### src/hdl/cpu_int_consts.svh
`ifndef CPU_INT_CONSTS_SVH
`define CPU_INT_CONSTS_SVH

// register offsets on the plain register port
`define REG_CTRL 2'h0
`define REG_VPAGE 2'h1
`define REG_STATUS 2'h2
`define REG_REFRESH 2'h3

// field positions
`define CTRL_MODE_LSB 0
`define CTRL_MODE_MSB 1

// reset values
`define RST_MODE 2'h0
`define RST_VPAGE 8'h00
`define RST_REFRESH 7'h00

// restart targets
`define NMI_TARGET 16'h0066
`define MODE1_TARGET 16'h0038

// automatic wait states in every acknowledge cycle
`define ACK_AUTO_WAITS 2

`endif

### src/hdl/cpu_int_pkg.sv
package cpu_int_pkg;

    typedef enum logic [1:0] {
        mode_device_instr = 2'b00,
        mode_fixed_restart = 2'b01,
        mode_vector_table = 2'b10
    } int_mode_t;

    typedef enum logic [3:0] {
        st_idle = 4'b0000,
        st_fetch = 4'b0001,
        st_ack = 4'b0010,
        st_internal = 4'b0011,
        st_push_hi = 4'b0100,
        st_push_lo = 4'b0101,
        st_tab_lo = 4'b0110,
        st_tab_hi = 4'b0111,
        st_operand = 4'b1000
    } seq_state_t;

    typedef enum logic [2:0] {
        t_one = 3'b000,
        t_two = 3'b001,
        t_wait = 3'b010,
        t_three = 3'b011,
        t_four = 3'b100
    } tstate_t;

    // memory and acknowledge strobes, all active high except the enable
    typedef struct packed {
        logic [15:0] addr;
        logic [7:0] dout;
        logic dout_oe_n;
        logic mem_req;
        logic rd;
        logic wr;
        logic io_ack;
        logic opcode_fetch_cycle;
        logic refresh;
    } mem_bus_t;

    // raw pin levels, asynchronous to sys_clk
    typedef struct packed {
        logic nmi_req_n;
        logic int_req_n;
        logic wait_n;
        logic [7:0] din;
    } pin_in_t;

endpackage

### src/hdl/cpu_interrupt_response.sv
// Added by the designer: the strobed register port and the placing of the registers.
`timescale 1ns/1ns
`include "cpu_int_consts.svh"

// Function
// - nonmaskable request accepted regardless of enable flags
// - nonmaskable: discard next fetch, restart to 0066H
// - restart pushes program counter, jumps page zero
// - software selects maskable mode 0, 1, 2
// - mode 0 executes device supplied instruction
// - mode 0 also takes multi-byte device instructions
// - two automatic waits in every acknowledge cycle
// - reset selects maskable mode 0
// - mode 1 restarts to 0038H with waits
// - mode 2 pointer: page high, vector low
// - reset clears the vector page register
// - table read: low byte, then high byte
// - mode 2 pushes counter, reads table, jumps
// - mode 2 takes 19 clocks: 7+6+6
// - non-fetch reads get extra access time
// - refresh row address on address lines 0-6
// - maskable accept clears both enable flags
// - nonmaskable accept clears only accept flag
// - enable instruction delays acceptance one instruction
// - nonmaskable return copies saved flag back
module cpu_interrupt_response
    import cpu_int_pkg::*;
#(
    parameter int AUTO_WAITS = `ACK_AUTO_WAITS
) (
    input wire logic sys_clk,
    input wire logic rst,
    input wire logic [1:0] reg_addr,
    input wire logic [7:0] reg_wdata,
    input wire logic reg_wr,
    input wire logic reg_rd,
    output logic [7:0] reg_rdata,
    input wire pin_in_t pins,
    output mem_bus_t bus,
    input wire logic instr_done,
    input wire logic instr_ei,
    input wire logic instr_di,
    input wire logic instr_return_from_nonmaskable,
    input wire logic operand_req,
    input wire logic [15:0] pc,
    input wire logic [15:0] sp,
    output logic busy,
    output logic pc_load,
    output logic [15:0] pc_value,
    output logic sp_load,
    output logic [15:0] sp_value,
    output logic inject_valid,
    output logic [7:0] inject_byte,
    output logic device_operands,
    output logic accept_enable_flag,
    output logic saved_enable_flag
);

    generate
        if (AUTO_WAITS < 1 || AUTO_WAITS > 3) begin : g_bad_waits
            $error("AUTO_WAITS must lie in 1..3");
        end
    endgenerate

    localparam logic [1:0] WAITS = AUTO_WAITS[1:0];
    // data bus released while in reset: nothing may be driven then
    localparam mem_bus_t BUS_IDLE = '{dout_oe_n: 1'b1, default: '0};

    // pin synchronisers: stage one feeds stage two only
    pin_in_t pin_s1;
    pin_in_t pin_s2;
    logic nmi_prev_n;
    always_ff @(posedge sys_clk) begin
        if (rst) begin
            pin_s1 <= '1;
            pin_s2 <= '1;
            nmi_prev_n <= 1'b1;
        end else begin
            pin_s1 <= pins;
            pin_s2 <= pin_s1;
            nmi_prev_n <= pin_s2.nmi_req_n;
        end
    end

    // state
    seq_state_t state;
    seq_state_t next_state;
    tstate_t tst;
    tstate_t next_tst;
    logic [1:0] auto_cnt;
    logic [1:0] next_auto_cnt;
    int_mode_t mode;
    logic [7:0] vpage;
    logic [6:0] refresh_cnt;
    logic nmi_pending;
    logic serving_nmi;
    logic [7:0] vec_byte;
    logic [7:0] tab_lo;

    // decode
    wire nmi_edge = nmi_prev_n & ~pin_s2.nmi_req_n;
    wire idle = (state == st_idle);
    wire take_nmi = idle & instr_done & nmi_pending;
    // the enable instruction's own boundary never accepts
    wire int_ok = accept_enable_flag & ~instr_ei & ~instr_di;
    wire take_int = idle & instr_done & ~nmi_pending & ~pin_s2.int_req_n & int_ok;
    wire take_opnd = idle & ~instr_done & device_operands & operand_req;
    wire is_m1 = (state == st_fetch) | (state == st_ack);
    wire is_ack = (state == st_ack) | (state == st_operand);
    wire is_rd = (state == st_tab_lo) | (state == st_tab_hi);
    wire waiting = ~pin_s2.wait_n;
    wire need_auto = is_ack & (auto_cnt != WAITS);
    wire end_of_t2 = ((tst == t_two) | (tst == t_wait)) & ~need_auto & ~waiting;
    wire cycle_last = (state == st_internal) | (is_m1 & (tst == t_four))
        | (~is_m1 & ~idle & (tst == t_three));
    // fetch-type reads latch at the end of T2; table reads hold one more clock
    wire cap_early = (is_ack | (state == st_fetch)) & end_of_t2;
    wire cap_late = is_rd & (tst == t_three);
    wire [15:0] sp_dec1 = sp - 16'h0001;
    wire [15:0] sp_dec2 = sp - 16'h0002;
    wire [15:0] tab_ptr = {vpage, vec_byte};
    wire [15:0] tab_ptr1 = tab_ptr + 16'h0001;
    wire mode2_call = ~serving_nmi & (mode == mode_vector_table);
    wire ack_to_inject = (state == st_ack) & cycle_last & (mode == mode_device_instr);
    wire call_done = cycle_last & (((state == st_push_lo) & ~mode2_call)
        | (state == st_tab_hi));

    // sequencer
    always_comb begin
        next_state = state;
        next_tst = tst;
        next_auto_cnt = auto_cnt;
        if (idle) begin
            next_tst = t_one;
            next_auto_cnt = 2'h0;
            if (take_nmi) begin
                next_state = st_fetch;
            end else if (take_int) begin
                next_state = st_ack;
            end else if (take_opnd) begin
                next_state = st_operand;
            end
        end else if (cycle_last) begin
            next_tst = t_one;
            next_auto_cnt = 2'h0;
            case (state)
                st_fetch: next_state = st_internal;
                st_ack: next_state = (mode == mode_device_instr) ? st_idle : st_internal;
                st_internal: next_state = st_push_hi;
                st_push_hi: next_state = st_push_lo;
                st_push_lo: next_state = mode2_call ? st_tab_lo : st_idle;
                st_tab_lo: next_state = st_tab_hi;
                default: next_state = st_idle;
            endcase
        end else begin
            case (tst)
                t_one: next_tst = t_two;
                t_two, t_wait: begin
                    if (need_auto) begin
                        next_tst = t_wait;
                        next_auto_cnt = auto_cnt + 2'h1;
                    end else if (waiting) begin
                        next_tst = t_wait;
                    end else begin
                        next_tst = t_three;
                    end
                end
                t_three: next_tst = t_four;
                default: next_tst = t_one;
            endcase
        end
    end

    // bus strobes for a given state and clock within the cycle
    function automatic mem_bus_t drive(input seq_state_t s, input tstate_t t);
        mem_bus_t b;
        logic early;
        logic late;
        b = '0;
        b.dout_oe_n = 1'b1;
        early = (t == t_one) | (t == t_two) | (t == t_wait);
        late = (t == t_three) | (t == t_four);
        case (s)
            st_fetch, st_ack: begin
                b.opcode_fetch_cycle = early;
                b.addr = pc;
                if (late) begin
                    b.addr = {vpage, 1'b0, refresh_cnt};
                    b.refresh = 1'b1;
                    b.mem_req = (t == t_three);
                end else if (s == st_fetch) begin
                    b.mem_req = 1'b1;
                    b.rd = 1'b1;
                end else begin
                    b.io_ack = (t != t_one);
                end
            end
            st_operand: begin
                b.addr = pc;
                b.io_ack = (t != t_one);
            end
            st_push_hi, st_push_lo: begin
                b.addr = (s == st_push_hi) ? sp_dec1 : sp_dec2;
                b.dout = (s == st_push_hi) ? pc[15:8] : pc[7:0];
                b.dout_oe_n = 1'b0;
                b.mem_req = 1'b1;
                b.wr = (t != t_one);
            end
            st_tab_lo, st_tab_hi: begin
                b.addr = (s == st_tab_lo) ? tab_ptr : tab_ptr1;
                b.mem_req = 1'b1;
                b.rd = 1'b1;
            end
            default: b.addr = 16'h0000;
        endcase
        return b;
    endfunction

    // a process, so changes of pc, sp, page and row inside the function wake it
    mem_bus_t next_bus;
    always_comb next_bus = drive(next_state, next_tst);

    always_ff @(posedge sys_clk) begin
        if (rst) begin
            state <= st_idle;
            tst <= t_one;
            auto_cnt <= 2'h0;
            bus <= BUS_IDLE;
            busy <= 1'b0;
        end else begin
            state <= next_state;
            tst <= next_tst;
            auto_cnt <= next_auto_cnt;
            bus <= next_bus;
            busy <= (next_state != st_idle);
        end
    end

    // captured bytes; the vector byte is used as supplied by the device
    always_ff @(posedge sys_clk) begin
        if (rst) begin
            vec_byte <= 8'h00;
            tab_lo <= 8'h00;
        end else begin
            if (cap_early & (state == st_ack)) begin
                vec_byte <= pin_s2.din;
            end
            if (cap_late & (state == st_tab_lo)) begin
                tab_lo <= pin_s2.din;
            end
        end
    end

    // refresh row advances once per opcode-type cycle
    always_ff @(posedge sys_clk) begin
        if (rst) begin
            refresh_cnt <= `RST_REFRESH;
        end else if (is_m1 & cycle_last) begin
            refresh_cnt <= refresh_cnt + 7'h01;
        end
    end

    // enable flags and the pending nonmaskable latch
    always_ff @(posedge sys_clk) begin
        if (rst) begin
            accept_enable_flag <= 1'b0;
            saved_enable_flag <= 1'b0;
            nmi_pending <= 1'b0;
            serving_nmi <= 1'b0;
        end else begin
            if (instr_done & instr_ei) begin
                accept_enable_flag <= 1'b1;
                saved_enable_flag <= 1'b1;
            end else if (instr_done & instr_di) begin
                accept_enable_flag <= 1'b0;
                saved_enable_flag <= 1'b0;
            end else if (instr_done & instr_return_from_nonmaskable) begin
                accept_enable_flag <= saved_enable_flag;
            end
            if (take_nmi) begin
                accept_enable_flag <= 1'b0;
                serving_nmi <= 1'b1;
            end else if (take_int) begin
                accept_enable_flag <= 1'b0;
                saved_enable_flag <= 1'b0;
                serving_nmi <= 1'b0;
            end
            // a new edge in the accepting cycle stays pending
            nmi_pending <= nmi_edge | (nmi_pending & ~take_nmi);
        end
    end

    // results handed to the core
    always_ff @(posedge sys_clk) begin
        if (rst) begin
            pc_load <= 1'b0;
            pc_value <= 16'h0000;
            sp_load <= 1'b0;
            sp_value <= 16'h0000;
            inject_valid <= 1'b0;
            inject_byte <= 8'h00;
            device_operands <= 1'b0;
        end else begin
            pc_load <= call_done;
            sp_load <= call_done;
            sp_value <= sp_dec2;
            if (call_done) begin
                if (serving_nmi) begin
                    pc_value <= `NMI_TARGET;
                end else if (mode == mode_fixed_restart) begin
                    pc_value <= `MODE1_TARGET;
                end else begin
                    pc_value <= {pin_s2.din, tab_lo};
                end
            end
            inject_valid <= ack_to_inject | ((state == st_operand) & cycle_last);
            if (cap_early & is_ack) begin
                inject_byte <= pin_s2.din;
            end
            // operand bytes of a device instruction come from the device too
            if (ack_to_inject) begin
                device_operands <= 1'b1;
            end else if (instr_done) begin
                device_operands <= 1'b0;
            end
        end
    end

    // register port
    wire wr_ctrl = reg_wr & (reg_addr == `REG_CTRL);
    wire wr_vpage = reg_wr & (reg_addr == `REG_VPAGE);
    wire [1:0] wr_mode = reg_wdata[`CTRL_MODE_MSB:`CTRL_MODE_LSB];
    wire [7:0] status_word = {busy, nmi_pending, serving_nmi, device_operands,
        saved_enable_flag, accept_enable_flag, mode};
    wire [7:0] read_mux = (reg_addr == `REG_CTRL) ? {6'h00, mode}
        : (reg_addr == `REG_VPAGE) ? vpage
        : (reg_addr == `REG_STATUS) ? status_word
        : {1'b0, refresh_cnt};

    always_ff @(posedge sys_clk) begin
        if (rst) begin
            mode <= int_mode_t'(`RST_MODE);
            vpage <= `RST_VPAGE;
            reg_rdata <= 8'h00;
        end else begin
            // the unused mode code is ignored so the mode stays valid
            if (wr_ctrl & (wr_mode != 2'b11)) begin
                mode <= int_mode_t'(wr_mode);
            end
            if (wr_vpage) begin
                vpage <= reg_wdata;
            end
            reg_rdata <= reg_rd ? read_mux : 8'h00;
        end
    end

endmodule // cpu_interrupt_response

### config.mk
export PLATFORM = sky130hd
export DESIGN_NAME = cpu_interrupt_response
export DESIGN_NICKNAME = d
export VERILOG_FILES = /design/src/hdl/cpu_int_pkg.sv /design/src/hdl/cpu_interrupt_response.sv
export VERILOG_INCLUDE_DIRS = /design/src /design/src/hdl
export SDC_FILE = /design/constraint.sdc
export NUM_CORES = 1
export LEC_CHECK = 0
export BUFFER_PORTS_ARGS = -buffer_cell sky130_fd_sc_hd__clkbuf_2
export CAP_MARGIN = 0
export CORE_MARGIN = 2
export CORE_UTILIZATION = 30
export DETAILED_ROUTE_END_ITERATION = 12
export PLACE_DENSITY = 0.53
export SYNTH_ARGS = -nofsm -noshare
export SYNTH_HDL_FRONTEND = slang
export SYNTH_SLANG_ARGS = --single-unit
### constraint.sdc
create_clock -name sys_clk -period 2.8 [get_ports sys_clk]
set_clock_uncertainty 0.2 [all_clocks]
set_input_delay 0.28 -clock sys_clk [delete_from_list [all_inputs] [get_ports sys_clk]]
set_output_delay 0.28 -clock sys_clk [all_outputs]
set_load 0.01 [all_outputs]
* Word level (Yosys, flattened, before mapping) *
Cells that the tools add are included.
Widths: inputs -> output; s select.

storage, ports and cells
  bits in registers = 152
  input bits = 62
  output and inout bits = 86

operators by class
  $add $sub $neg = 5
  equal/unequal tests = 29
  multiplexer cells = 44
  bitwise logic cells = 64
  reductions and logical operators = 22

operators with widths
  kind                   count
  $mux 16                5
  $pmux 16 s4            1
  $and 1x1->1            36
  $eq 4x3->1 const B     8
  $mux 8                 3
  $mux 4                 5
  $mux 1                 19
  $pmux 3 s6             1
  $add 16x1->16 const B  1
  $sub 16x1->16 const B  1
  $sub 16x2->16 const B  1
  $not 1->1              15
  $reduce_or 2->1        7
  $or 1x1->1             13
  $eq 3x2->1 const B     4
  $eq 4x2->1 const B     3
  $mux 3                 3
  $pmux 3 s3             1
  $reduce_or 3->1        3
  $eq 4x1->1 const B     2
  $eq 4x4->1 const B     2
  $add 7x1->7 const B    1
  $eq 3x1->1 const B     2
  $eq 3x3->1 const B     2
  14 further kinds       25

* Longest topological paths before layout *
Gate-level depths: netlist (run 1).

  word-level depth = 12
  gate-level depth with buffers = 11

* Worst setup path after synthesis (run 1) *
Ideal clock, no wire load.

  kind = register to register
  start = register state[0]
  end = register bus[23] in the netlist's numbering
  library setup time = 81 ps
  data arrival time = 2017 ps
  data required time = 2519 ps
  slack = 502 ps
  stages on the path, launching flop included = 8
  buffers on the path = 1
  clock period less this slack = 2298 ps
  path through = dfxtp_1 -> buf_6 -> nor4_4 -> nand3_2 -> o221ai_4 -> nand3_4 -> or4_1 -> a41oi_1

between the ends
  cells in the longest elaborated chain, start to end = 12
  elaborated cells between the ends (all ways) = 53

ends and longest elaborated chain
  what                                                              line                           text
  from (decl)                                                       cpu_interrupt_response.sv:86   seq_state_t state;
  from (signal assigned)                                            cpu_interrupt_response.sv:225  state <= st_idle;
  from (signal assigned)                                            cpu_interrupt_response.sv:231  state <= next_state;
  parallel branches: the longest is 11 deep, another holds $mux 16  n/a
  $pmux 16 s4 (*)                                                   cpu_interrupt_response.sv:183  case (s)
  to (signal assigned)                                              cpu_interrupt_response.sv:234  bus <= next_bus;
  to (decl)                                                         cpu_interrupt_response.sv:39   output mem_bus_t bus,

Every way passes the cells marked *.
A chain may end at the register's enable or synchronous reset.

* Final worst setup path (run 1) *
  start = register state[3]
  end = register bus[24] in the netlist's numbering

Same word-level chain as after synthesis.

==> results of run 1 <==
## Yosys cell counts (3+ instances only)
library cell	count
dfxtp_1	152
nor2_1	104
a21oi_1	55
nand2_1	55
clkbuf_1	33
mux2i_1	31
nand3_1	26
or2_2	24
xnor2_1	24
nor3_1	18
o21ai_0	16
inv_1	15
xor2_1	13
a22oi_1	12
a22o_1	10
and3_1	10
a31oi_1	9
nand2b_1	8
o31ai_1	8
a222oi_1	7
buf_6	7
and4_1	6
buf_2	6
buf_4	6
ha_1	6
nor2b_1	6
nor4_1	6
o21ai_1	6
a211oi_1	5
and2_1	5
o211ai_1	5
mux2_2	4
nand3b_1	4
nand4_1	4
or3_1	4
a211o_1	3
a21boi_0	3
a41oi_1	3
nor3_2	3
nor4_4	3
nor4b_1	3
or4_1	3
## final cells by class
type / instances / area share [%]
Inverter: 15 / 0.589
Multi-Input combinational cell: 555 / 38.2
Antenna cell: 1 / 0.0262
Sequential cell: 152 / 31.9
Clock inverter: 15 / 1.85
Clock buffer: 17 / 4.45
Tap cell: 313 / 4.10
Timing Repair Buffer: 267 / 19.0
## stage by stage
stage | std cells | total power [mW] | worst slack [ns] | setup TNS (ns)
detailed placement | 1258 | 3.37 | 0.00538 | 0
floorplan | 775 | 2.92 | 0.502 | 0
global placement | 1258 | 3.37 | 0.0224 | 0
global route | 1334 | 6.00 | -0.0204 | -0.0204
finish | 1335 | 5.75 | 0.142 | 0
CTS | 1334 | 5.79 | 0.0962 | 0
## worst max-delay path: cells and delay by family (launching register included)
family | cells | cell delay, ns
compound gates | 3 | 0.32
fa+ha+maj | 1 | 0.33
flops | 1 | 0.52
buf+inv | 3 | 0.48
xor+xnor | 1 | 0.17
simple gates | 2 | 0.55
## worst paths after layout
check | from | to | slack, ns | depth (start not counted)
min | sp[7] | sp_value[7] | 0.01 | 3
max | state[3] | bus[24] | 0.14 | 10
max reg2reg | state[3] | bus[24] | 0.14 | 10
min reg2reg | pin_s1[7] | pin_s2[7] | 0.21 | 1
## routing by layer
layer	GRT usage, %	wire length (um)	vias up
met2	31.2	10500	205
met1	23.6	10300	3055
met4	5.46	438	0
li1	-	-	3215
met5	0	0	-
met3	3.85	1160	26
## power groups by stage
stage	registers [mW]	logic, mW	clock network [mW]
after floorplan	2.35	0.564	0
after CTS	2.31	1.07	2.41
after detailed placement	2.36	1.01	0
after global routing	2.32	1.17	2.50
final	2.31	1.08	2.36
after global placement	2.36	1.01	0
## sequential cells by signal, summed over array words and instances (netlist names), 2 cells and up
| name | cells |
|---|---|
| auto_cnt | 2 |
| bus | 31 |
| inject_byte | 8 |
| mode | 2 |
| pc_value | 16 |
| pin_s1 | 11 |
| pin_s2 | 11 |
| refresh_cnt | 7 |
| reg_rdata | 8 |
| sp_value | 16 |
| state | 4 |
| tab_lo | 8 |
| tst | 3 |
| vec_byte | 8 |
| vpage | 8 |
## cells by family after synthesis
group	Yosys count	synth area share (%)
multiplexers	35	5.09
XOR/XNOR	38	4.87
adder cells (fa/ha/maj)	7	1.24
AND/OR/NAND/NOR	306	23.0
flip-flops	152	43.6
buffers and inverters	68	4.85
AO/OA/AOI/OAI	169	17.4
## what timing repair did
action	CTS	global route
resized for setup	4	7
hold endpoints to repair	43	0
setup endpoints to repair	2	7
hold buffers	44	0
gates cloned	0	0
==> summary.txt, run 1 <==
Detailed routing
  • WL final: 22400 um
  • Avg Vias per Cell: 4.87
  • Routed Antenna Nets: 0
  • DR DRC count: 0
  • 1st-iter DRT viols: 350
  • Wirelength per Cell: 16.8 um
  • DRT Pass-1 Iters: 5
  • Vias: 6501

Power
  • Sw frac: 30.0%
  • Maximum VDD drop: 343 uV
  • Design internal power: 4.03 mW
  • P_sw: 1.72 mW
  • Combinational power share: 18.8%
  • Pwr/cell area: 601 nW/um2
  • Clock share of power: 41.0%
  • Seq pwr share: 40.2%
  • Leakage: 3.90 nW

Cells and area
  • Final core occ: 42.0%
  • Commonest cells after routing, fill and taps aside: 149 x dfxtp_1, 146 x clkbuf_2, 103 x nor2_1
  • Nets: 1076
  • Reg area: 3050 um2
  • Multi-input logic area: 3650 um2
  • Post-route cell area: 9560 um2
  • FILL cells: 2283
  • Share of cells above drive strength 1: 31.6%
  • Commonest non-fill, non-tap cell in the layout: dfxtp_1
  • P&R area growth vs syn: 36.8%

Job
  • Total of max-cap violations: 0

Synth
  • Top FF cell, synth: dfxtp_1
  • Syn Inst Count: 775
  • Post-synth EDFFs: 0
  • Avg Cell Area, Syn: 9.02 um2
  • #FFs+latches synth: 152
  • Netlist Area Pre-Place: 6990 um2
  • Largest cells by area after synthesis: dfxtp_1 44%, nor2_1 5.6%, mux2i_1 4.4%, a21oi_1 3.9%, xnor2_1 3.0%
  • Synth top area share: 43.6%
  • Cell taking the most area after synthesis: dfxtp_1
  • YS warnings: 0
  • Unique masters post-synth: 80
  • Seq/Total Area, Yosys: 43.6%
  • FFs w/ async S/R, synth: 0%
  • Net Count, Synth: 843

Die
  • DIE AREA: 24500 um2
  • IO Pins: 148
  • Die Wd: 157 um
  • DIE HEIGHT: 157 um
  • Initial Util: 30.7%
  • FP Rows: 55
  • Core area: 22800 um2

Setup path
  • Data arrival, critical path: 2.81 ns
  • CP max stage delay: 0.52 ns
  • CP Launch Type: flop
  • Cell Chain, Critical Path: xnor2_2 -> o41ai_2 -> maj3_2 -> nor4_4 -> buf_4 -> and4_1 -> buf_12 -> o21ai_0 -> buf_4 -> a31oi_1
  • Worst EP required: 2.95 ns
  • Most used cell, CP: buf_4
  • Slowest cell on the critical path: dfxtp_1
  • CP max FO: 16
  • Critical Path End Type: flop
  • Crit Path Class: flop to flop

GRT
  • Total gr overflow: 0
  • Largest net degree at the start of global routing: 64
  • GR Util All Layers: 18.4%
  • Global-route wire length before repair: 35100 um
  • Vias in the first global route: 6442
  • Initial antenna violation count: 1

CTS
  • Clk slew on worst S/H paths: 0.07 ns
  • CTS Sinks: 152
  • Clock Latency Late Sink: 0.43 ns
  • Clock tree buffer depth: 2
  • Root Driver: clkbuf_16
  • CTS tree: done
  • Postcts setup bufs: 0
  • Htree depth: 4
  • Total CTS buffers: 17

Timing
  • Setup violations, final: 0
  • Max frequency: 0.376 GHz
  • Fin. max-slew vios: 0
  • Slew HR: 41.7%
  • RSZ-0062 raised after global routing: yes
  • Period Utilization, post-route: 94.9%
  • Fin. Hold Viols: 0
  • Post-layout minimum cycle time: 2.66 ns
  • Min Hold Slack: 0.0141 ns
  • Worst-Margin Slew: 0.875 ns

Placed design
  • Placed inst area: 8470 um2
  • Port bufs: 147
  • GP Congestion: 0.848
  • Post-DP HPWL: 16700 um

Min path
  • Hold Path Class: input pin to flop

Status
  • Outcome: finished clean
No activity file was read; power rests on OpenSTA's default activity.
==> run 2: changes to the inputs <==
--- a/config.mk
+++ b/config.mk
@@ -8,10 +8,11 @@
 export LEC_CHECK = 0
 export BUFFER_PORTS_ARGS = -buffer_cell sky130_fd_sc_hd__clkbuf_2
 export CAP_MARGIN = 0
+export CORE_ASPECT_RATIO = 1.5
 export CORE_MARGIN = 2
 export CORE_UTILIZATION = 30
 export DETAILED_ROUTE_END_ITERATION = 12
-export PLACE_DENSITY = 0.53
+export GPL_TIMING_DRIVEN = 0
 export SYNTH_ARGS = -nofsm -noshare
 export SYNTH_HDL_FRONTEND = slang
 export SYNTH_SLANG_ARGS = --single-unit
==> run 2 against run 1 <==
Net effect: worst setup slack worse by 0.11 ns; clock power down 4%; worst hold slack lost 0.0065 ns; utilization down 0.92 points; largest power group is now registers; final cell count shrank 3.4%; critical path depth decreased by 1; largest cell class unchanged; highest routed layer unchanged; critical endpoint is now bus[19].
==> summary.txt, run 2 (synthesis results as in run 1) <==
Status
  • Outcome: finished clean (unchanged)

Setup path
  • CP max FO: 8 (was 16)
  • CP max stage delay: 0.53 ns (was 0.52 ns)
  • Reg-to-reg setup timing slack: 0.04 ns (was 0.14 ns)
  • CP Launch Type: input pin (was flop)
  • Cell Chain, Critical Path: dlygate4sd3_1 -> clkbuf_2 -> nor4b_4 -> or2_2 -> a311o_1 -> nand4_1 -> o2bb2ai_4 -> a222oi_1 -> a31oi_2 (was xnor2_2 -> o41ai_2 -> maj3_2 -> nor4_4 -> buf_4 -> and4_1 -> buf_12 -> o21ai_0 -> buf_4 -> a31oi_1)
  • Crit Reg-Reg Endpoint: bus[21] (was bus[24])
  • Worst EP required: 2.89 ns (was 2.95 ns)
  • Critical Path End Type: flop (unchanged)
  • Buf+Inv Stages, Crit Path: 2 (was 3)
  • Cell family with the largest share of critical-path delay: compound AO/OA/AOI/OAI gates (was simple AND/OR/NAND/NOR gates)
  • Reg2Reg Depth: 10 (unchanged)
  • Data arrival, critical path: 2.85 ns (was 2.81 ns)
  • Slowest cell on the critical path: dlygate4sd3_1 (was dfxtp_1)
  • Crit Path Class: input pin to flop (was flop to flop)
  • Critical R2R Launch: state[1] (was state[3])

Cells and area
  • Nets: 1064 (was 1076)
  • P&R area growth vs syn: 35.0% (was 36.8%)
  • Largest register FFs: 31 (unchanged)
  • Commonest cells after routing, fill and taps aside: 151 x dfxtp_1, 142 x clkbuf_2, 103 x nor2_1 (was 149 x dfxtp_1, 146 x clkbuf_2, 103 x nor2_1)
  • Largest Register: bus (unchanged)
  • # diodes: 0 (was 1)
  • Largest registers: bus (31), pc_value (16), sp_value (16) (unchanged)
  • Commonest non-fill, non-tap cell in the layout: dfxtp_1 (unchanged)
  • Share of cells above drive strength 1: 28.9% (was 31.6%)

Timing
  • Period Utilization, post-route: 98.7% (was 94.9%)
  • Max frequency: 0.362 GHz (was 0.376 GHz)
  • Fin. Hold Viols: 0 (unchanged)
  • Post-layout minimum cycle time: 2.76 ns (was 2.66 ns)
  • Fin. max-slew vios: 0 (unchanged)
  • Min Hold Slack: 0.00755 ns (was 0.0141 ns)
  • Final Worst Setup Slack: 0.0354 ns (was 0.142 ns)
  • Worst-Margin Slew: 0.943 ns (was 0.875 ns)
  • Slew HR: 37.1% (was 41.7%)
  • RSZ-0062 raised after global routing: yes (unchanged)
  • Setup violations, final: 0 (unchanged)

GRT
  • Largest net degree at the start of global routing: 17 (was 64)
  • Vias in the first global route: 6480 (was 6442)
  • Initial antenna violation count: 0 (was 1)
  • GR Util All Layers: 19.3% (was 18.4%)
  • Total gr overflow: 0 (unchanged)
  • Global-route wire length before repair: 35900 um (was 35100 um)

Die
  • Core area: 23000 um2 (was 22800 um2)
  • DIE AREA: 24600 um2 (was 24500 um2)
  • IO Pins: 148 (unchanged)
  • Initial Util: 30.4% (was 30.7%)
  • Die Wd: 129 um (was 157 um)
  • FP Rows: 68 (was 55)
  • DIE HEIGHT: 191 um (was 157 um)

Power
  • P_sw: 1.66 mW (was 1.72 mW)
  • Pwr/cell area: 600 nW/um2 (was 601 nW/um2)
  • Design internal power: 4.00 mW (was 4.03 mW)
  • Leakage: 3.77 nW (was 3.90 nW)
  • Combinational power share: 19.3% (was 18.8%)
  • Clock share of power: 40.0% (was 41.0%)
  • Maximum VDD drop: 463 uV (was 343 uV)
  • Seq pwr share: 40.6% (was 40.2%)
  • Sw frac: 29.4% (was 30.0%)

CTS
  • Clk slew on worst S/H paths: 0.06 ns (was 0.07 ns)
  • Clock Latency Late Sink: 0.44 ns (was 0.43 ns)
  • Htree depth: 4 (unchanged)
  • Clock tree buffer depth: 2 (unchanged)
  • Total CTS buffers: 17 (unchanged)
  • Root Driver: clkbuf_16 (unchanged)
  • CTS Sinks: 152 (unchanged)
  • CTS tree: done (unchanged)

Placed design
  • Port bufs: 139 (was 147)
  • Post-DP HPWL: 17600 um (was 16700 um)
  • GP Congestion: 0.927 (was 0.848)
  • Pre-CTS WS: -0.458 ns (was 0.00538 ns)

Detailed routing
  • 1st-iter DRT viols: 363 (was 350)
  • WL final: 23600 um (was 22400 um)
  • Vias: 6543 (was 6501)
  • DRT Pass-1 Iters: 7 (was 5)
  • Avg Vias per Cell: 5.08 (was 4.87)
  • Wirelength per Cell: 18.3 um (was 16.8 um)
  • DR DRC count: 0 (unchanged)
  • Routed Antenna Nets: 0 (unchanged)

Min path
  • Hold-critical path depth: 3 (unchanged)
  • Hold Crit Endpoint: sp_value[6] (was sp_value[7])
  • Hold_sp: sp[6] (was sp[7])
  • Hold Path Class: input pin to flop (unchanged)

Job
  • Total of max-cap violations: 0 (unchanged)
-- run 2: cell type report --
class	count	area, um2
fill	2333	13500
inverter	15	56.3
timing repair buffer	203	1310
clock inverter	12	114
clock buffer	20	467
buffer	52	302
multi-input combinational	555	3790
tap	280	350
sequential	152	3040
-- run 2: power groups by stage --
stage | Combinational, mW | Sequential, mW | Clock [mW]
after global placement | 0.893 | 2.34 | 0
after floorplan | 0.564 | 2.35 | 0
after CTS | 0.992 | 2.30 | 2.31
after detailed placement | 0.897 | 2.34 | 0
after global routing | 1.17 | 2.31 | 2.42
final | 1.09 | 2.30 | 2.27
-- run 2: how the worst max path moves through the flow --
stage | slack [ns] | cells after the start | startpoint | to
floorplan | 0.50 | 7 | state[0] | bus[23]
global placement | -0.49 | 9 | state[0] | bus[16]
detailed placement | -0.46 | 9 | state[0] | bus[16]
CTS | -0.04 | 8 | state[2] | bus[21]
global route | -0.06 | 10 | state[1] | bus[21]
finish | 0.04 | 9 | instr_ei | bus[19]
-- run 2: worst register-to-register path: cells and delay by family (launching register included) --
| kind | cells | cell delay [ns] |
|---|---|---|
| flops | 1 | 0.31 |
| buf+inv | 3 | 0.45 |
| simple gates | 1 | 0.27 |
| compound gates | 5 | 1.05 |
| mux | 1 | 0.35 |
-- run 2: through the flow --
| step | power, mW | util [%] | setup TNS (ns) | area [um2] | instances |
|---|---|---|---|---|---|
| floorplan | 2.92 | - | 0 | 6990 | 775 |
| global placement | 3.24 | 35.0 | -2.68 | 8030 | 1194 |
| detailed placement | 3.24 | 35.0 | -2.87 | 8030 | 1194 |
| CTS | 5.60 | 39.9 | -0.0747 | 9160 | 1276 |
| global route | 5.90 | 41.0 | -0.0579 | 9430 | 1289 |
| finish | 5.66 | 41.0 | 0 | 9430 | 1289 |
-- run 2: per-layer routing --
| layer | up-vias | share of wire, % | routed length [um] | track usage [%] |
|---|---|---|---|---|
| met1 | 3046 | 40 | 9340 | 21.2 |
| met2 | 240 | 51 | 12000 | 34.4 |
| li1 | 3191 | - | - | - |
| met4 | 0 | 4.8 | 1130 | 10.7 |
| met5 | - | 0 | 0 | 0 |
| met3 | 66 | 4.8 | 1130 | 3.89 |
-- run 2: timing repair --
item / in CTS / in global routing
hold buffers: 46 / 0
gates resized for setup: 12 / 39
cloned: 0 / 1
setup endpoints to repair: 19 / 22
pin swaps: 3 / 14
buffers inserted: 5 / 12
endpoints found under the hold margin: 49 / 0
